## src/common/qdc_defs.svh

```systemverilog
// What this block does
// - duration cause flag, bit 12, read-only, refreshed by ack of interrupt bit 13
// - byte count cause flag, bit 11, read-only, refreshed by ack of bit 13
// - frame count cause flag, bit 10, read-only, refreshed by ack of bit 13
// - bit 9 set inserts two bytes before frame header; resets to zero
// - bit 7 enables interrupt when queue time exceeds duration limit
// - bit 6 enables interrupt when queued bytes exceed byte limit
// - bit 5 enables interrupt when queued frames exceed frame limit
// - bit 4 set dequeues a frame automatically once fully read
// - write-only bit 3 opens FIFO access and blocks all other registers
// - writing one to bit 0 releases the error frame; self-clears when done
// - pointer bit 14 set steps the TX pointer by 1, 2 or 4 per data write; data reads leave it
// - with bit 14 clear the TX pointer stays put on data accesses
// - 11-bit read-only TX pointer, reset zero, reloaded after each enqueue
// - duration limit counts microseconds, largest value 0xCFFF
`ifndef QDC_DEFS_SVH
`define QDC_DEFS_SVH

// ==========================================
// register map, halfword index of the offset
`define QDC_OFF_CMD 8'h82
`define QDC_OFF_PTR 8'h84
`define QDC_IDX_CMD 7'h41
`define QDC_IDX_PTR 7'h42

// ==========================================
// field positions
`define QDC_DUR_ST 12
`define QDC_BYTE_ST 11
`define QDC_FRM_ST 10
`define QDC_IP_ALIGN 9
`define QDC_DUR_EN 7
`define QDC_BYTE_EN 6
`define QDC_FRM_EN 5
`define QDC_ADEQ 4
`define QDC_DMA 3
`define QDC_RELEASE 0
`define QDC_AUTOINC 14
`define QDC_PTR_HI 10

// ==========================================
// reset values and steps
`define QDC_BIT_RST 1'b0
`define QDC_PTR_RST 11'h000
`define QDC_WORD_RST 16'h0000
`define QDC_STEP_B 11'h001
`define QDC_STEP_W 11'h002
`define QDC_STEP_D 11'h004

// ==========================================
// timing
`define QDC_CLK_NS 40
`define QDC_US_NS 1000
`define QDC_US_CYC ((`QDC_US_NS + `QDC_CLK_NS - 1) / `QDC_CLK_NS)
`define QDC_DUR_MAX 16'hCFFF
`define QDC_US_SAT 16'hFFFF

`endif

```

## src/common/qdc_pkg.sv

```systemverilog
`default_nettype none
package qdc_pkg;
  // size of one data register access
  typedef enum logic [1:0] {
    QDC_SZ_BYTE,
    QDC_SZ_WORD,
    QDC_SZ_DWORD
  } qdc_size_e;
endpackage : qdc_pkg
`default_nettype wire

```

## src/logic/qdc_queue_ctrl.sv

```systemverilog
`timescale 1ns/1ns
`default_nettype none
`include "qdc_defs.svh"
module qdc_queue_ctrl (
  // clock and reset
  input wire logic ref_clk,
  input wire logic rst_n,
  // register port
  input wire logic reg_wr,
  input wire logic reg_rd,
  input wire logic [7:0] reg_addr,
  input wire logic [1:0] reg_be,
  input wire logic [15:0] reg_wdata,
  output logic [15:0] reg_rdata_ff,
  output logic reg_ack_ff,
  output logic reg_refused_ff,
  // data register access
  input wire logic fifo_req,
  input wire logic fifo_wr,
  input wire qdc_pkg::qdc_size_e fifo_size,
  output logic fifo_grant_ff,
  output logic fifo_refused_ff,
  output logic dma_access_ff,
  // receive queue state and limits
  input wire logic [15:0] rxq_frames,
  input wire logic [15:0] rxq_bytes,
  input wire logic [15:0] frame_limit,
  input wire logic [15:0] byte_limit,
  input wire logic [15:0] duration_limit,
  input wire logic rx_irq_ack,
  input wire logic rx_frame_read_done,
  input wire logic release_done,
  output logic rx_irq_req_ff,
  output logic ip_align_offset_en_ff,
  output logic rxq_dequeue_ff,
  output logic release_req_ff,
  // transmit queue
  input wire logic tx_enqueued,
  input wire logic [10:0] tx_next_free,
  output logic [10:0] tx_pointer_ff
);
  logic dur_en_ff;
  logic byte_en_ff;
  logic frm_en_ff;
  logic adeq_ff;
  logic autoinc_ff;
  logic nxt_ip;
  logic nxt_dur_en;
  logic nxt_byte_en;
  logic nxt_frm_en;
  logic nxt_adeq;
  logic nxt_dma;
  logic nxt_rel;
  logic nxt_autoinc;
  logic [10:0] nxt_ptr;
  logic [15:0] nxt_rdata;
  logic nxt_ack;
  logic nxt_refused;
  logic nxt_grant;
  logic nxt_frefused;
  logic nxt_irq;
  logic nxt_deq;
  logic cmd_hit;
  logic ptr_hit;
  logic wr_cmd;
  logic wr_ptr;
  logic blocked;
  logic fifo_ok;
  logic [10:0] step;
  logic dur_live;
  logic byte_live;
  logic frm_live;
  logic dur_st;
  logic byte_st;
  logic frm_st;

  // ==========================================
  // decode
  always_comb begin
    cmd_hit = (reg_addr[7:1] == `QDC_IDX_CMD);
    ptr_hit = (reg_addr[7:1] == `QDC_IDX_PTR);
    // only the command register stays reachable during fifo access
    blocked = (reg_wr || reg_rd) && dma_access_ff && !cmd_hit;
    wr_cmd = reg_wr && cmd_hit;
    wr_ptr = reg_wr && ptr_hit && !dma_access_ff;
    fifo_ok = fifo_req && dma_access_ff;
    unique case (fifo_size)
      qdc_pkg::QDC_SZ_BYTE: step = `QDC_STEP_B;
      qdc_pkg::QDC_SZ_WORD: step = `QDC_STEP_W;
      qdc_pkg::QDC_SZ_DWORD: step = `QDC_STEP_D;
      default: step = `QDC_STEP_B;
    endcase
    frm_live = rxq_frames > frame_limit;
    byte_live = rxq_bytes > byte_limit;
  end

  // ==========================================
  // threshold causes
  qdc_us_timer u_dur (
    .ref_clk(ref_clk),
    .rst_n(rst_n),
    .run(rxq_frames != 16'h0000),
    .limit(duration_limit),
    .over_ff(dur_live)
  );

  qdc_cause_flag u_dur_flag (
    .ref_clk(ref_clk),
    .rst_n(rst_n),
    .en(dur_en_ff),
    .live(dur_live),
    .ack(rx_irq_ack),
    .flag_ff(dur_st)
  );

  qdc_cause_flag u_byte_flag (
    .ref_clk(ref_clk),
    .rst_n(rst_n),
    .en(byte_en_ff),
    .live(byte_live),
    .ack(rx_irq_ack),
    .flag_ff(byte_st)
  );

  qdc_cause_flag u_frm_flag (
    .ref_clk(ref_clk),
    .rst_n(rst_n),
    .en(frm_en_ff),
    .live(frm_live),
    .ack(rx_irq_ack),
    .flag_ff(frm_st)
  );

  // ==========================================
  // command register
  always_comb begin
    nxt_ip = ip_align_offset_en_ff;
    nxt_dur_en = dur_en_ff;
    nxt_byte_en = byte_en_ff;
    nxt_frm_en = frm_en_ff;
    nxt_adeq = adeq_ff;
    nxt_dma = dma_access_ff;
    // release holds until the memory is freed; a new request wins
    nxt_rel = release_req_ff && !release_done;
    if (wr_cmd && reg_be[1]) begin
      nxt_ip = reg_wdata[`QDC_IP_ALIGN];
    end
    if (wr_cmd && reg_be[0]) begin
      nxt_dur_en = reg_wdata[`QDC_DUR_EN];
      nxt_byte_en = reg_wdata[`QDC_BYTE_EN];
      nxt_frm_en = reg_wdata[`QDC_FRM_EN];
      nxt_adeq = reg_wdata[`QDC_ADEQ];
      nxt_dma = reg_wdata[`QDC_DMA];
      if (reg_wdata[`QDC_RELEASE]) begin
        nxt_rel = 1'b1;
      end
    end
  end

  always_ff @(posedge ref_clk or negedge rst_n) begin
    if (!rst_n) begin
      ip_align_offset_en_ff <= `QDC_BIT_RST;
      dur_en_ff <= `QDC_BIT_RST;
      byte_en_ff <= `QDC_BIT_RST;
      frm_en_ff <= `QDC_BIT_RST;
      adeq_ff <= `QDC_BIT_RST;
      dma_access_ff <= `QDC_BIT_RST;
      release_req_ff <= `QDC_BIT_RST;
    end else begin
      ip_align_offset_en_ff <= nxt_ip;
      dur_en_ff <= nxt_dur_en;
      byte_en_ff <= nxt_byte_en;
      frm_en_ff <= nxt_frm_en;
      adeq_ff <= nxt_adeq;
      dma_access_ff <= nxt_dma;
      release_req_ff <= nxt_rel;
    end
  end

  // ==========================================
  // transmit pointer
  always_comb begin
    nxt_autoinc = autoinc_ff;
    nxt_ptr = tx_pointer_ff;
    if (wr_ptr && reg_be[1]) begin
      nxt_autoinc = reg_wdata[`QDC_AUTOINC];
    end
    // reload after enqueue beats a same-cycle increment
    if (tx_enqueued) begin
      nxt_ptr = tx_next_free;
    end else if (fifo_ok && fifo_wr && autoinc_ff) begin
      nxt_ptr = 11'(tx_pointer_ff + step);
    end
  end

  always_ff @(posedge ref_clk or negedge rst_n) begin
    if (!rst_n) begin
      autoinc_ff <= `QDC_BIT_RST;
      tx_pointer_ff <= `QDC_PTR_RST;
    end else begin
      autoinc_ff <= nxt_autoinc;
      tx_pointer_ff <= nxt_ptr;
    end
  end

  // ==========================================
  // answers
  always_comb begin
    nxt_ack = reg_wr || reg_rd;
    nxt_refused = blocked;
    nxt_rdata = `QDC_WORD_RST;
    if (reg_rd && cmd_hit) begin
      nxt_rdata[`QDC_DUR_ST] = dur_st;
      nxt_rdata[`QDC_BYTE_ST] = byte_st;
      nxt_rdata[`QDC_FRM_ST] = frm_st;
      nxt_rdata[`QDC_IP_ALIGN] = ip_align_offset_en_ff;
      nxt_rdata[`QDC_DUR_EN] = dur_en_ff;
      nxt_rdata[`QDC_BYTE_EN] = byte_en_ff;
      nxt_rdata[`QDC_FRM_EN] = frm_en_ff;
      nxt_rdata[`QDC_ADEQ] = adeq_ff;
      nxt_rdata[`QDC_RELEASE] = release_req_ff;
    end else if (reg_rd && ptr_hit && !dma_access_ff) begin
      nxt_rdata[`QDC_AUTOINC] = autoinc_ff;
      nxt_rdata[`QDC_PTR_HI:0] = tx_pointer_ff;
    end
    nxt_grant = fifo_ok;
    nxt_frefused = fifo_req && !dma_access_ff;
    nxt_irq = (dur_en_ff && dur_live) || (byte_en_ff && byte_live)
      || (frm_en_ff && frm_live);
    nxt_deq = adeq_ff && rx_frame_read_done;
  end

  always_ff @(posedge ref_clk or negedge rst_n) begin
    if (!rst_n) begin
      reg_rdata_ff <= `QDC_WORD_RST;
      reg_ack_ff <= `QDC_BIT_RST;
      reg_refused_ff <= `QDC_BIT_RST;
      fifo_grant_ff <= `QDC_BIT_RST;
      fifo_refused_ff <= `QDC_BIT_RST;
      rx_irq_req_ff <= `QDC_BIT_RST;
      rxq_dequeue_ff <= `QDC_BIT_RST;
    end else begin
      reg_rdata_ff <= nxt_rdata;
      reg_ack_ff <= nxt_ack;
      reg_refused_ff <= nxt_refused;
      fifo_grant_ff <= nxt_grant;
      fifo_refused_ff <= nxt_frefused;
      rx_irq_req_ff <= nxt_irq;
      rxq_dequeue_ff <= nxt_deq;
    end
  end

  // ==========================================
  // checks
  AST_BLOCK: assert property (@(posedge ref_clk) disable iff (!rst_n)
    reg_rd && dma_access_ff && !cmd_hit |=> reg_refused_ff && reg_ack_ff
      && reg_rdata_ff == 16'h0000)
    else $error("register reachable during fifo access");
  AST_FIFO_GATE: assert property (@(posedge ref_clk) disable iff (!rst_n)
    fifo_req |=> fifo_grant_ff == $past(dma_access_ff) && fifo_refused_ff != fifo_grant_ff)
    else $error("fifo gate wrong");
  AST_STEP: assert property (@(posedge ref_clk) disable iff (!rst_n)
    fifo_ok && fifo_wr && autoinc_ff && !tx_enqueued && fifo_size == qdc_pkg::QDC_SZ_DWORD
      |=> tx_pointer_ff == 11'($past(tx_pointer_ff) + 11'h004))
    else $error("pointer did not step by four");
  AST_HOLD: assert property (@(posedge ref_clk) disable iff (!rst_n)
    !autoinc_ff && !tx_enqueued |=> $stable(tx_pointer_ff))
    else $error("pointer moved without auto increment");
  AST_RELOAD: assert property (@(posedge ref_clk) disable iff (!rst_n)
    tx_enqueued |=> tx_pointer_ff == $past(tx_next_free))
    else $error("pointer not reloaded after enqueue");
  AST_RELEASE: assert property (@(posedge ref_clk) disable iff (!rst_n)
    wr_cmd && reg_be[0] && reg_wdata[`QDC_RELEASE] |=> release_req_ff)
    else $error("release request not raised");
  AST_REL_CLR: assert property (@(posedge ref_clk) disable iff (!rst_n)
    release_req_ff && release_done && !wr_cmd |=> !release_req_ff)
    else $error("release bit did not self clear");
  AST_DEQ: assert property (@(posedge ref_clk) disable iff (!rst_n)
    rx_frame_read_done |=> rxq_dequeue_ff == $past(adeq_ff))
    else $error("auto dequeue mismatch");
  AST_IRQ: assert property (@(posedge ref_clk) disable iff (!rst_n)
    frm_en_ff && frm_live |=> rx_irq_req_ff)
    else $error("frame limit did not raise request");
  AST_IRQ_OFF: assert property (@(posedge ref_clk) disable iff (!rst_n)
    !dur_en_ff && !byte_en_ff && !frm_en_ff |=> !rx_irq_req_ff)
    else $error("request raised with all causes off");
  AST_ALIGN: assert property (@(posedge ref_clk) disable iff (!rst_n)
    wr_cmd && reg_be[1] |=> ip_align_offset_en_ff == $past(reg_wdata[`QDC_IP_ALIGN]))
    else $error("align offset not written");
endmodule : qdc_queue_ctrl
`default_nettype wire

```

## src/logic/qdc_us_timer.sv

```systemverilog
`timescale 1ns/1ns
`default_nettype none
`include "qdc_defs.svh"
module qdc_us_timer (
  // clock and reset
  input wire logic ref_clk,
  input wire logic rst_n,
  // queue state and limit
  input wire logic run,
  input wire logic [15:0] limit,
  // result
  output logic over_ff
);
  logic [4:0] pre_ff;
  logic [4:0] nxt_pre;
  logic [15:0] us_ff;
  logic [15:0] nxt_us;
  logic nxt_over;
  logic [15:0] cap;

  // ==========================================
  // microsecond count since first frame queued
  always_comb begin
    cap = (limit > `QDC_DUR_MAX) ? `QDC_DUR_MAX : limit;
    nxt_pre = pre_ff;
    nxt_us = us_ff;
    if (!run) begin
      nxt_pre = 5'h00;
      nxt_us = `QDC_WORD_RST;
    end else if (pre_ff == 5'(`QDC_US_CYC - 1)) begin
      nxt_pre = 5'h00;
      // saturate so a stale queue never wraps back under the limit
      if (us_ff != `QDC_US_SAT) begin
        nxt_us = 16'(us_ff + 16'h0001);
      end
    end else begin
      nxt_pre = 5'(pre_ff + 5'h01);
    end
    nxt_over = run && (us_ff > cap);
  end

  always_ff @(posedge ref_clk or negedge rst_n) begin
    if (!rst_n) begin
      pre_ff <= 5'h00;
      us_ff <= `QDC_WORD_RST;
      over_ff <= `QDC_BIT_RST;
    end else begin
      pre_ff <= nxt_pre;
      us_ff <= nxt_us;
      over_ff <= nxt_over;
    end
  end

  AST_DUR_OVER: assert property (@(posedge ref_clk) disable iff (!rst_n)
    run && (us_ff > cap) |=> over_ff)
    else $error("duration limit passed without cause");
  AST_DUR_IDLE: assert property (@(posedge ref_clk) disable iff (!rst_n)
    !run |=> !over_ff && us_ff == 16'h0000)
    else $error("duration timer runs on empty queue");
endmodule : qdc_us_timer
`default_nettype wire

```

## src/logic/qdc_cause_flag.sv

```systemverilog
`timescale 1ns/1ns
`default_nettype none
`include "qdc_defs.svh"
module qdc_cause_flag (
  // clock and reset
  input wire logic ref_clk,
  input wire logic rst_n,
  // cause inputs
  input wire logic en,
  input wire logic live,
  input wire logic ack,
  // flag
  output logic flag_ff
);
  logic nxt_flag;

  // ==========================================
  // sticky cause, refreshed on interrupt ack
  always_comb begin
    // a cause still present at ack sets again: set wins over clear
    nxt_flag = (en && live) || (flag_ff && !ack);
  end

  always_ff @(posedge ref_clk or negedge rst_n) begin
    if (!rst_n) begin
      flag_ff <= `QDC_BIT_RST;
    end else begin
      flag_ff <= nxt_flag;
    end
  end

  AST_FLAG_SET: assert property (@(posedge ref_clk) disable iff (!rst_n)
    en && live |=> flag_ff)
    else $error("cause flag missed its cause");
  AST_FLAG_ACK: assert property (@(posedge ref_clk) disable iff (!rst_n)
    ack && !(en && live) |=> !flag_ff)
    else $error("cause flag not refreshed by ack");
endmodule : qdc_cause_flag
`default_nettype wire

```

## config.mk

```make
export PLATFORM = sky130hd
export DESIGN_NAME = qdc_queue_ctrl
export DESIGN_NICKNAME = d
export VERILOG_FILES = /design/src/common/qdc_pkg.sv /design/src/logic/qdc_queue_ctrl.sv /design/src/logic/qdc_us_timer.sv /design/src/logic/qdc_cause_flag.sv
export VERILOG_INCLUDE_DIRS = /design/src /design/src/common
export SDC_FILE = /design/constraint.sdc
export NUM_CORES = 1
export LEC_CHECK = 0
export BUFFER_PORTS_ARGS = -buffer_cell sky130_fd_sc_hd__buf_4
export CAP_MARGIN = 5
export CELL_PAD_IN_SITES_DETAIL_PLACEMENT = 2
export CELL_PAD_IN_SITES_GLOBAL_PLACEMENT = 2
export CORE_MARGIN = 8
export CORE_UTILIZATION = 25
export DETAILED_ROUTE_END_ITERATION = 8
export PLACE_DENSITY = 0.83
export SETUP_SLACK_MARGIN = 0.5
export SLEW_MARGIN = 0
export SYNTH_ARGS = -nofsm -noshare
export SYNTH_HDL_FRONTEND = slang
export SYNTH_SLANG_ARGS = --single-unit
```

## constraint.sdc

```tcl
create_clock -name ref_clk -period 4 [get_ports ref_clk]
set_input_delay 0.6 -clock ref_clk [delete_from_list [all_inputs] [get_ports ref_clk]]
set_output_delay 0.6 -clock ref_clk [all_outputs]
set_load 0.005 [all_outputs]
```

# Word level (Yosys, flattened, before mapping)
# Cells that the tools add are included.
# W data, S select, Z words.
# word_totals
out_inout_bits,36
in_bits,129
register_bits,64
elab_cells,94
# op_classes
n_lt_le_gt_ge,4
n_mux,20
eq_ne,8
add_sub_neg,3
n_reduce_logical,37
# ops
operator,count
$mux W16,4
$gt A16 B16 Y1,3
$mux W11,3
$logic_and A1 B1 Y1,24
$add A16 B1 Y16 const B,1
$gt A16 B16 Y1 const B,1
$ne A16 B16 Y1 const B,1
$reduce_bool A16 Y1,1
$eq A7 B7 Y1 const B,2
$add A11 B11 Y11,1
$mux W5,2
$logic_or A1 B1 Y1,6
$mux W1,6
$pmux W3 S2,1
$add A5 B1 Y5 const B,1
$eq A5 B5 Y1 const B,1
$logic_not A1 Y1,4
$mux W2,2
$mux W4,1
$ne A2 B2 Y1 const B,2
$mux W3,1
$eq A2 B1 Y1 const B,1
$eq A2 B2 Y1 const B,1
$reduce_and A2 Y1,1
$reduce_bool A2 Y1,1

# Logic depth before layout (Yosys ltp)
# Gate-level depths: netlist of the first run.
# logic_depth
depth_word,5
mapped_depth,10
depth_no_buf,10

# Modules after synthesis
# From an unflattened synthesis of the first run, not the netlist that was laid out.
# unflattened
hier_cells,478
hier_area_um2,4435.5
# modules_own_cells
mod,instances,area_each_um2,cells_per_inst,seq_area_each_um2
qdc_queue_ctrl,1,2610.0,267,975.9
qdc_us_timer,1,1701.6,199,550.5
qdc_cause_flag,3,41.3,4,25.0

# Least setup slack after synthesis of the first run
# No wires, ideal clock.
# synth_path
kind,input to register
startpoint,in fifo_size[0]
endpoint,reg tx_pointer_ff[10]
setup_ns,0.083
n_path_buf,0
stages,10
t_required_ns,3.917
path_slack_ns,1.689
arrival_ns,2.229
cell_sequence,inv_1 ha_1 ha_1 inv_1 fa_1 nand2b_1 a21oi_1 nand4_1 xor2_1 o21ai_0
# synth_via
elab_chain_cells,5
elab_cells_between_ends,6
cone_classes,add/sub: 1; eq/ne: 2; mux: 3
# synth_rtl
element,line_no,text
from (decl),qdc_queue_ctrl.sv:20,"input wire qdc_pkg::qdc_size_e fifo_size,"
$eq A2 B2 Y1 / $eq A2 B1 Y1 (equally long branches),qdc_queue_ctrl.sv:87,unique case (fifo_size)
$pmux W3 S2 (*),qdc_queue_ctrl.sv:87,
$add A11 B11 Y11 (*),qdc_queue_ctrl.sv:192,nxt_ptr = 11'(tx_pointer_ff + step);
$mux W11 (*),qdc_queue_ctrl.sv:191,end else if (fifo_ok && fifo_wr && autoinc_ff) begin
$mux W11 (*),qdc_queue_ctrl.sv:189,if (tx_enqueued) begin
to (signal assigned),qdc_queue_ctrl.sv:199,tx_pointer_ff <= `QDC_PTR_RST;
to (signal assigned),qdc_queue_ctrl.sv:202,tx_pointer_ff <= nxt_ptr;
to (decl),qdc_queue_ctrl.sv:40,output logic [10:0] tx_pointer_ff
# Mark *: on every way between the ends. The rest lies on a longest branch, timed or not. The select of a mux whose other input is x is not followed.
# A chain may end at the register's enable or synchronous reset.

# Worst setup path in the final report of the first run
# layout_path
startpoint,in duration_limit[15]
endpoint,reg u_dur.over_ff
# layout_via
elab_chain_cells,4
# layout_rtl
element,line_no,text
from (decl),qdc_queue_ctrl.sv:29,"input wire logic [15:0] duration_limit,"
$gt A16 B16 Y1 (no line),--,
$mux W16 (*),qdc_us_timer.sv:24,cap = (limit > `QDC_DUR_MAX) ? `QDC_DUR_MAX : limit;
$gt A16 B16 Y1 (*),qdc_us_timer.sv:39,nxt_over = run && (us_ff > cap);
$logic_and A1 B1 Y1 (*),qdc_us_timer.sv:39,
net u_dur.nxt_over,qdc_us_timer.sv:18,logic nxt_over;
to (signal assigned),qdc_us_timer.sv:46,over_ff <= `QDC_BIT_RST;
to (signal assigned),qdc_us_timer.sv:50,over_ff <= nxt_over;
to (decl),qdc_us_timer.sv:12,output logic over_ff
# The timed path passes the listed nets; every way through them passes the cells marked *.

==> flow_results.org, run 1 <==
** Status
- Outcome :: completed

** Clocking
- Buffer depth of the longest clock path :: 2
- Counting every sink on the clock net gives 64.
- In this run the number of H-tree levels came out at 3.
- Clock tree synthesis inserted a total of 9 buffers.
- CTS Root Buffer Type :: sky130_fd_sc_hd__clkbuf_16
- CTS resizes :: 0
- For this design, the CTS-stage hold fixing added 0 buffers.
- # Post-CTS Setup Buffers :: 0
- The clock reaches the later pin of the worst-skew pair after 0.33 ns.
- After clock tree synthesis, the clock-pin slew on the worst setup and hold paths is 0.06 ns.
- CTS tree :: yes

** Final layout
- The count of cells in the finished layout, fillers not included, comes to ~830.
- Antenna cells :: 0
- Commonest non-fill, non-tap cells in the layout :: sky130_fd_sc_hd__buf_4, sky130_fd_sc_hd__dfrtp_1, sky130_fd_sc_hd__ha_1, sky130_fd_sc_hd__inv_1, sky130_fd_sc_hd__nor2_1
- Signed area change from the synthesized netlist to the final layout :: 39.2%
- Leaving out fill and tap cells, the most frequent cell in the layout is sky130_fd_sc_hd__buf_4.
- The final layout contains 793 nets.
- Area occupied by multi-input gates :: 0.00243 mm2
- In the final layout, the share of cells above drive strength 1 is between 30% and 40%.
- In the final layout, flip-flops and latches occupy 0.00160 mm2.
- Fill count :: 1,851

** Critical path
- The setup path with the least slack is of type input pin to flip-flop.
- Data arrival time of the critical path :: 2.68 ns
- The worst setup path is captured at a flip-flop.
- Data on the critical path is required at its endpoint by approximately 4.2 ns.
- The worst setup path is launched from an input pin.
- Biggest fanout along the worst timing path :: 12
- The number of cells on the worst reg-to-reg path is 8.

** Timing
- Count of endpoints failing setup in the final report :: 0
- Endpoints failing hold :: 0
- Final-layout setup total negative slack :: 0 ns
- The total count of max-transition violations in the final report is 0.
- Final Cycle Share :: 61.6%
- Fmax :: slightly above 400 MHz
- For the pin with the worst max-slew slack, the measured transition is 0.848 ns.
- Measured against its own limit, the worst slew margin works out to 43.4%.
- Clock tree skew after final layout :: 0.00380 ns
- Unrepaired setup endpoints after global routing :: no
- For the finished layout, the period the worst path requires is ~2.5 ns.

** Hold path
- The tightest min-delay check is of the input pin to async pin type.

** Synthesis
- Summing every instance area after synthesis gives 0.00427 mm2.
- The biggest area contributor in the post-synthesis netlist is sky130_fd_sc_hd__dfrtp_1.
- For this run, the number of Yosys warnings is 0.
- In the synthesized netlist the dominant register cell turns out to be sky130_fd_sc_hd__dfrtp_1.
- Avg Inst Size Synth :: 9.39 um2
- Area share of the leading cell type in the synthesized netlist :: 37.5%
- For this run, the register share of the synthesized area comes to 37.5%.
- Async S/R FF share, synth :: 100%
- Cells after synthesis :: 455
- EDFF count, synth :: 0
- Largest cells by area after synthesis :: sky130_fd_sc_hd__dfrtp_1, sky130_fd_sc_hd__ha_1, sky130_fd_sc_hd__inv_1, sky130_fd_sc_hd__nor2_1, sky130_fd_sc_hd__nand2_1
- Number of synthesized register bits :: 64
- After synthesis, the netlist uses 50 different library cells.

** Floorplan
- Die Ht :: between 100 and 150 um
- Chip width :: 147 um
- For this configuration, the core starts out at a cell density of between 20 and 30%.
- Pin placement for this block handled 165 I/O pins.
- The die covers 0.0215 mm2.
- Site Rows :: 47
- The floorplan step defined a core boundary enclosing 0.0166 mm2.

** Route
- In this run the remaining antenna-violating nets after routing total 0.
- The first detailed-routing pass took 4 iterations.
- Total detailed-routing wirelength :: 15,100 um
- In this run, the number of DRC markers left after iteration 0 of detailed routing was around 130.
- After detailed routing, the average wire length per cell comes to 18.2 um.
- DRC violation count after routing :: 0
- Via count :: just under 4,000
- Via count normalized by instance count :: about 4.7

** GRT
- The number of antenna violations at the first check in global routing came to 0.
- The number of global-route vias before repair is 4,852.
- Overall fraction of global-route tracks in use :: approximately 14%
- Maximum number of pins on one net before global-route repair :: 65
- The first global-routing pass estimated 24,800 um of wire.
- Summed over all layers, the global routing overflow is 0.

** Power and ir drop
- Peak supply drop :: approximately 0.17 mV
- In this run the power density over the cells is 438 mW/mm2.
- Summed over all cells, the static leakage comes to 3.00 nW.
- Power Total :: 2.60 mW

** Placement
- Routability-driven placement finished with a final weighted congestion of 0.817.
- In this run the tool buffered the top-level ports with 153 buffer cells.
- The wire-length estimate of the detail-placed layout is approximately 12,000 um.
- Cell count after placement :: 816

** Run
- Max_cap viols :: 0
==> cell usage after synthesis (all sizes together), types with 7 or more instances <==
| library cell | n |
|---|---|
| dfrtp | 64 |
| ha | 56 |
| inv | 48 |
| nor2 | 42 |
| nand2 | 38 |
| a21oi | 22 |
| o21ai | 22 |
| xor2 | 15 |
| nand4 | 14 |
| and3 | 13 |
| nand3 | 13 |
| xnor2 | 11 |
| nor4 | 10 |
| a22o | 8 |
| buf | 8 |
| mux2 | 7 |
| o211ai | 7 |
==> worst max-delay path, cell delays in order <==
cell	delay [ns]
sky130_fd_sc_hd__buf_4	0.09
sky130_fd_sc_hd__nand2_1	0.08
sky130_fd_sc_hd__nor2_1	0.53
sky130_fd_sc_hd__nor2_1	0.09
sky130_fd_sc_hd__ha_1	0.33
sky130_fd_sc_hd__nand3_1	0.11
sky130_fd_sc_hd__nor3_1	0.24
sky130_fd_sc_hd__inv_1	0.10
sky130_fd_sc_hd__a211o_1	0.24
sky130_fd_sc_hd__a311oi_1	0.26
==> sequential cells by signal, indices dropped and copies added, names as in the netlist, 5 cells and up <==
| register | count |
|---|---|
| u_dur.pre_ff | 5 |
| tx_pointer_ff | 11 |
| u_dur.us_ff | 16 |
| reg_rdata_ff | 14 |
==> worst paths after layout <==
kind	endpoint	startpoint	slack, ns
min in group ref_clk	release_req_ff	release_done	0.45
worst min register to register	u_dur.pre_ff[0]	u_dur.pre_ff[0]	0.49
worst max-delay path	u_dur.over_ff	duration_limit[15]	1.54
max in group asynchronous	u_dur.us_ff[3]	rst_n	3.07
worst min-delay path	release_req_ff	rst_n	0.36
worst max register to register	tx_pointer_ff[10]	tx_pointer_ff[0]	1.89
==> kinds of logic (layout without fill, tap and decap cells) <==
logic type | after synthesis | in the layout | share of synthesized area [%]
simple gates | 160 | 160 | 20.8
compound gates | 76 | 76 | 11.2
flops | 64 | 64 | 37.5
buf+inv | 61 | 216 | 5.68
fa+ha+maj | 57 | 57 | 16.9
xor+xnor | 26 | 26 | 5.33
mux | 10 | 10 | 2.55
other cells | 1 | 2 | 0.0878
==> stage by stage <==
| step | util, % | worst slack, ns | instance area, um2 | hold WS (ns) |
|---|---|---|---|---|
| after floorplan | - | 1.69 | 4270 | 0.304 |
| after global placement | 33.9 | 1.34 | 5640 | 0.476 |
| after detailed placement | 33.9 | 1.21 | 5640 | 0.486 |
| after CTS | 35.7 | 1.52 | 5950 | 0.400 |
| after global routing | 35.7 | 1.32 | 5950 | 0.427 |
| final | 35.7 | 1.54 | 5950 | 0.357 |
==> routing by layer <==
layer	wire length (um)	global-route usage, %	share of wire, %
met5	0	0	0
met4	146	3.19	0.97
met2	8180	27.1	54
met3	1120	5.53	7.4
met1	5660	14.3	37
==> final cells by class <==
type                            count  share of cell area, %
Tap cell                          220                   4.63
Sequential cell                    64                   26.9
Multi-Input combinational cell    331                   40.9
Timing Repair Buffer              153                   19.3
Clock inverter                      6                   1.43
Inverter                           48                   3.03
Clock buffer                        9                   3.79
==> report_power, final <==
group          switching [mW]  total (mW)  internal [mW]
logic                   0.489       0.868          0.379
registers               0.152       0.907          0.754
clock network           0.290       0.829          0.539
total                   0.931        2.60           1.67
Power figures use the tool's default switching activity.
==> run 2: changes to the inputs <==
ABC_AREA = 1   (was default)
CORE_UTILIZATION = 24   (was 25)
PLACE_DENSITY = 0.87   (was 0.83)
clock period = 2.25 ns   (was 4 ns; I/O delays follow)
==> run 2 against run 1 <==
Net effect: synthesized cell count grew 37%; routed wire length grew 13%; final area grew 9.8%; count of clock-buffer cells in the layout grew 1; clock power grew 80%; combinational power grew 43%; worst setup slack lost 1.0 ns; hold slack lost 0.16 ns; critical path depth grew 4; critical endpoint is now tx_pointer_ff[10]; highest routed layer unchanged.
==> flow_results.org, run 2 <==
** Status
- Outcome :: completed

** Floorplan
- The starting density of the core was 24.5% (-1.1 points).
- The area of the core was 0.0187 mm2 (+12%).
- Site Rows :: 50 (+6.4%)
- Chip width :: 154 um (+5.1%)
- Die Ht :: 154 um (+5.1%)
- The count of pins on the block boundary was 165 (unchanged).
- The die area came to 0.0238 mm2 (+11%).

** Final layout
- The largest registers in the layout are u_dur.us_ff x16, reg_rdata_ff x14, tx_pointer_ff x11.
- Share of final-layout standard cells stronger than drive strength 1 :: 27.6% (-3.0 points)
- The register with the most flip-flops in the final layout is u_dur.us_ff.
- The final instance count without filler cells is 1,039 (+25%).
- The number of nets in the finished design came to 986 (+24%).
- The diode insertion count for antenna repair is 0 (unchanged).
- The library cell used most frequently in the layout, excluding fill and tap cells, is sky130_fd_sc_hd__buf_4.
- Max reg flops :: 16 (unchanged)
- Relative to the synthesized area, the layout overhead comes to 42.4%.
- The top cell types in the final layout, fill and taps aside, are sky130_fd_sc_hd__buf_4, sky130_fd_sc_hd__nand2_1, sky130_fd_sc_hd__inv_1, sky130_fd_sc_hd__nor2_1, sky130_fd_sc_hd__dfrtp_1.

** Critical path
- Required time at the worst-slack endpoint :: 2.49 ns (-1.73 ns)
- Biggest fanout along the worst timing path :: 3 (-9)
- End of the worst register-to-register path :: tx_pointer_ff[10]
- The arrival time at the worst endpoint is 1.96 ns (-0.72 ns).
- Number of cells on the worst reg-to-reg path :: 12 (+4)
- Worst path most repeated cell :: sky130_fd_sc_hd__nand2_1
- STA classifies the critical path startpoint as an input pin.
- Slowest cell on the critical path :: sky130_fd_sc_hd__fa_2
- Traced cell by cell, the critical path runs through buf_4 > ha_4 > ha_4 > inv_2 > fa_2 > inv_2 > nand2_2 > nand2_4 > nand2_4 > nor2_2 > xor2_1 > nand2_1 > nand2_1 > nand2_1.
- Critical Path End Type :: flip-flop
- By startpoint and endpoint, the worst setup path is classified as input pin to flip-flop.
- Highest cell delay on the worst timing path :: 0.33 ns (-0.20 ns)
- The setup slack on the worst flop-to-flop path came to 0.53 ns (-1.36 ns).
- The worst register-to-register path begins at tx_pointer_ff[0].

** GRT
- Maximum number of pins on one net before global-route repair :: 33 (-49%)
- Overall fraction of global-route tracks in use :: 14.6% (+0.40 points)
- The global-route congestion overflow total came to 0 (unchanged).
- Initial antenna violation count :: 0 (unchanged)
- The number of global-route vias before repair is 5,681 (+17%).
- The global-route wire length before repair is 28,000 um (+13%).

** Hold path
- The worst hold path terminates at adeq_ff.
- Number of cells on the worst hold path :: 3
- Start point of the worst hold path :: reg_wdata[4]
- In this run the worst hold path is classified as input pin to flip-flop.

** Timing
- The number of endpoints failing setup at the final stage was 0 (unchanged).
- Final Cycle Share :: 76.6%
- Subtracting the final worst setup slack from the clock period gives between 1.5 and 2 ns.
- Number of pins exceeding their max-slew limit in the final report :: 0 (unchanged)
- Fmax :: 580 MHz
- The hold violation count in the final report came to 0 (unchanged).
- Final-layout setup total negative slack :: 0 ns (unchanged)
- Final setup margin :: 0.527 ns (-1.01 ns)
- The worst clock skew is 0.00710 ns (+0.00330 ns).
- Unrepaired setup endpoints after global routing :: yes

** Placement
- # port buffers :: 153 (unchanged)
- The routability congestion estimate is 0.785 (-3.9%).
- Post-placement setup slack :: 0.0585 ns (-1.15 ns)
- The estimated wirelength of the detail-placed design was 14,000 um (+13%).
- The number of cells in the design after placement is 1,011 (+24%).

** Synthesis
- Async S/R FF share, synth :: 100% (unchanged)
- Sequential element share of the synthesized area :: 34.9% (-2.6 points)
- The arithmetic-cell share of the synthesized area counting full adders, half adders and majority gates was 15.7% (-1.2 points).
- For this run, the leading register cell type out of synthesis is sky130_fd_sc_hd__dfrtp_1.
- Share of the synthesized netlist area taken by xor and xnor gates :: 2.29% (-3.0 points)
- Area share of the leading cell type in the synthesized netlist :: 34.9% (-2.6 points)
- sky130_fd_sc_hd__dfrtp_1 takes more of the synthesized area than any other cell.
- The average footprint of a synthesized cell is 7.35 um2 (-22%).
- Number of synthesized register bits :: 64 (unchanged)
- The instance count of the mapped netlist was 624 (+37%).
- Fraction of synthesized area in multiplexers :: 0% (-2.5 points)
- Largest family of logic cells by synthesized area :: simple AND/OR/NAND/NOR gates
- Counting instances in the post-synthesis netlist gives the leading cell types as sky130_fd_sc_hd__nand2_1, sky130_fd_sc_hd__inv_1, sky130_fd_sc_hd__nor2_1, sky130_fd_sc_hd__dfrtp_1, sky130_fd_sc_hd__ha_1.
- Area of the mapped netlist :: 0.00459 mm2 (+7.4%)
- The number of synthesized flops with an enable pin is 0 (unchanged).
- Among all cell types in the netlist, the one instantiated most often is sky130_fd_sc_hd__nand2_1.
- The share of synthesized cell area in and, or, nand and nor gates is 29.0% (+8.2 points).
- Cell variety after synth :: 38 (-24%)
- Largest cells by area after synthesis :: sky130_fd_sc_hd__dfrtp_1, sky130_fd_sc_hd__ha_1, sky130_fd_sc_hd__nand2_1, sky130_fd_sc_hd__inv_1, sky130_fd_sc_hd__nor2_1
- The complex-gate fraction of the synthesized area came to 8.48% (-2.7 points).
- The number of warnings issued by yosys was 0 (unchanged).

** Clocking
- Buffer depth of the longest clock path :: 2 (unchanged)
- TritonCTS built the clock tree.
- The TritonCTS buffer count was 9 (unchanged).
- H-tree Lvls :: 3 (unchanged)
- CTS Root Buffer Type :: sky130_fd_sc_hd__clkbuf_16
- The clock-pin slew reported for the worst setup and hold paths after clock tree synthesis was 0.06 ns (about the same).
- TritonCTS Sinks :: 64 (unchanged)
- Worst-skew pair later-pin latency :: 0.34 ns (about the same)

** Route
- Total detailed-routing wirelength :: 17,000 um (+13%)
- The length of the first detailed-routing pass in iterations came to 4 (unchanged).
- The number of design rule violations left after detail routing came to 0 (unchanged).
- Post-route antenna net violation count :: 0 (unchanged)
- The starting DRC count in detailed routing was 80 (-37%).
- The via total after detailed routing is 4,837 (+23%).
- Via count normalized by instance count :: 4.66 (-1.4%)
- The routed length per instance is 16.4 um (-9.9%).

** Run
- The number of violations of the max-capacitance limit came to 0 (unchanged).

** Power and ir drop
- The maximum resistive drop on vdd is 0.320 mV (+87%).
- Power density relative to cell area :: 653 mW/mm2 (+49%)
- The static leakage was 3.49 nW (+16%).
==> run 2: cell count changes in the layout (fill, tap and decap cells not counted), moves of 7 or more <==
cell / change
sky130_fd_sc_hd__nand2_1: +115
sky130_fd_sc_hd__inv_1: +49
sky130_fd_sc_hd__nand3_1: +26
sky130_fd_sc_hd__nor2_1: +23
sky130_fd_sc_hd__buf_4: +16
sky130_fd_sc_hd__and3_1: -13
sky130_fd_sc_hd__xnor2_1: -9
sky130_fd_sc_hd__a22o_1: -8
sky130_fd_sc_hd__nand2_2: +8
sky130_fd_sc_hd__o21ai_1: +8
sky130_fd_sc_hd__mux2_2: -7
sky130_fd_sc_hd__nor4_1: -7
==> run 2: cell families (layout without fill, tap and decap cells) <==
group                      Yosys count  in the layout
buffers and inverters              110            288
xor gates and xnor gates            12             12
other                                1              2
and+or+nand+nor                    308            310
AOI/OAI and AO/OA                   72             72
DFF                                 64             64
adders and majority gates           57             57
==> run 2: timing repair <==
action / CTS / global route
cloned: 2 / 0
pin swaps: 3 / 11
endpoints found under the setup margin: 19 / 24
endpoints found under the hold margin: 29 / 0
buffers inserted: 5 / 4
resized for setup: 5 / 13
hold buffers: 1 / 0
==> run 2: final cells by class <==
class | instances | area (um2)
clock buffers | 10 | 229
clock inverters | 6 | 83.8
fillers | 2192 | 12200
inverters | 101 | 389
multi-input cells | 453 | 2640
flip-flops and latches | 64 | 1610
well taps | 234 | 293
repair buffers | 171 | 1290
==> run 2: critical path: cells and delay by family <==
| kind | cells | cell delay (ns) |
|---|---|---|
| adder cells (fa/ha/maj) | 3 | 0.72 |
| XOR/XNOR | 1 | 0.14 |
| AND/OR/NAND/NOR | 7 | 0.50 |
| buffers and inverters | 3 | 0.24 |
==> run 2: per-layer routing <==
metal  wire length, um  GRT usage (%)  vias to the layer above
met5                 0              0                        -
met4               154           2.85                        0
met3              1380           6.10                       13
met2              8850           27.5                      112
met1              6640           14.9                     2360
li1                  -              -                     2352
==> run 2: how the worst max path moves through the flow <==
stage	from	end	slack, ns	cells after the start
after floorplan	fifo_size[0]	tx_pointer_ff[10]	0.37	14
after global placement	fifo_size[0]	tx_pointer_ff[10]	0.10	15
after detailed placement	fifo_size[0]	tx_pointer_ff[10]	0.06	15
after CTS	tx_pointer_ff[0]	tx_pointer_ff[10]	0.47	12
after global routing	tx_pointer_ff[0]	tx_pointer_ff[10]	0.41	12
final	fifo_size[1]	tx_pointer_ff[10]	0.53	14
==> run 2: power breakdown <==
part | switching, mW | internal [mW]
clock network | 0.527 | 0.965
logic | 0.635 | 0.603
registers | 0.209 | 1.33
==> run 2: stage by stage <==
stage	util, %	power [mW]	hold WS, ns	instance area, um2
final	34.9	4.26	0.196	6530
after global routing	34.9	4.57	0.201	6530
after CTS	34.5	4.30	0.186	6460
after detailed placement	32.5	2.73	0.316	6070
after global placement	32.5	2.63	0.316	6070
after floorplan	-	2.18	0.0419	4630
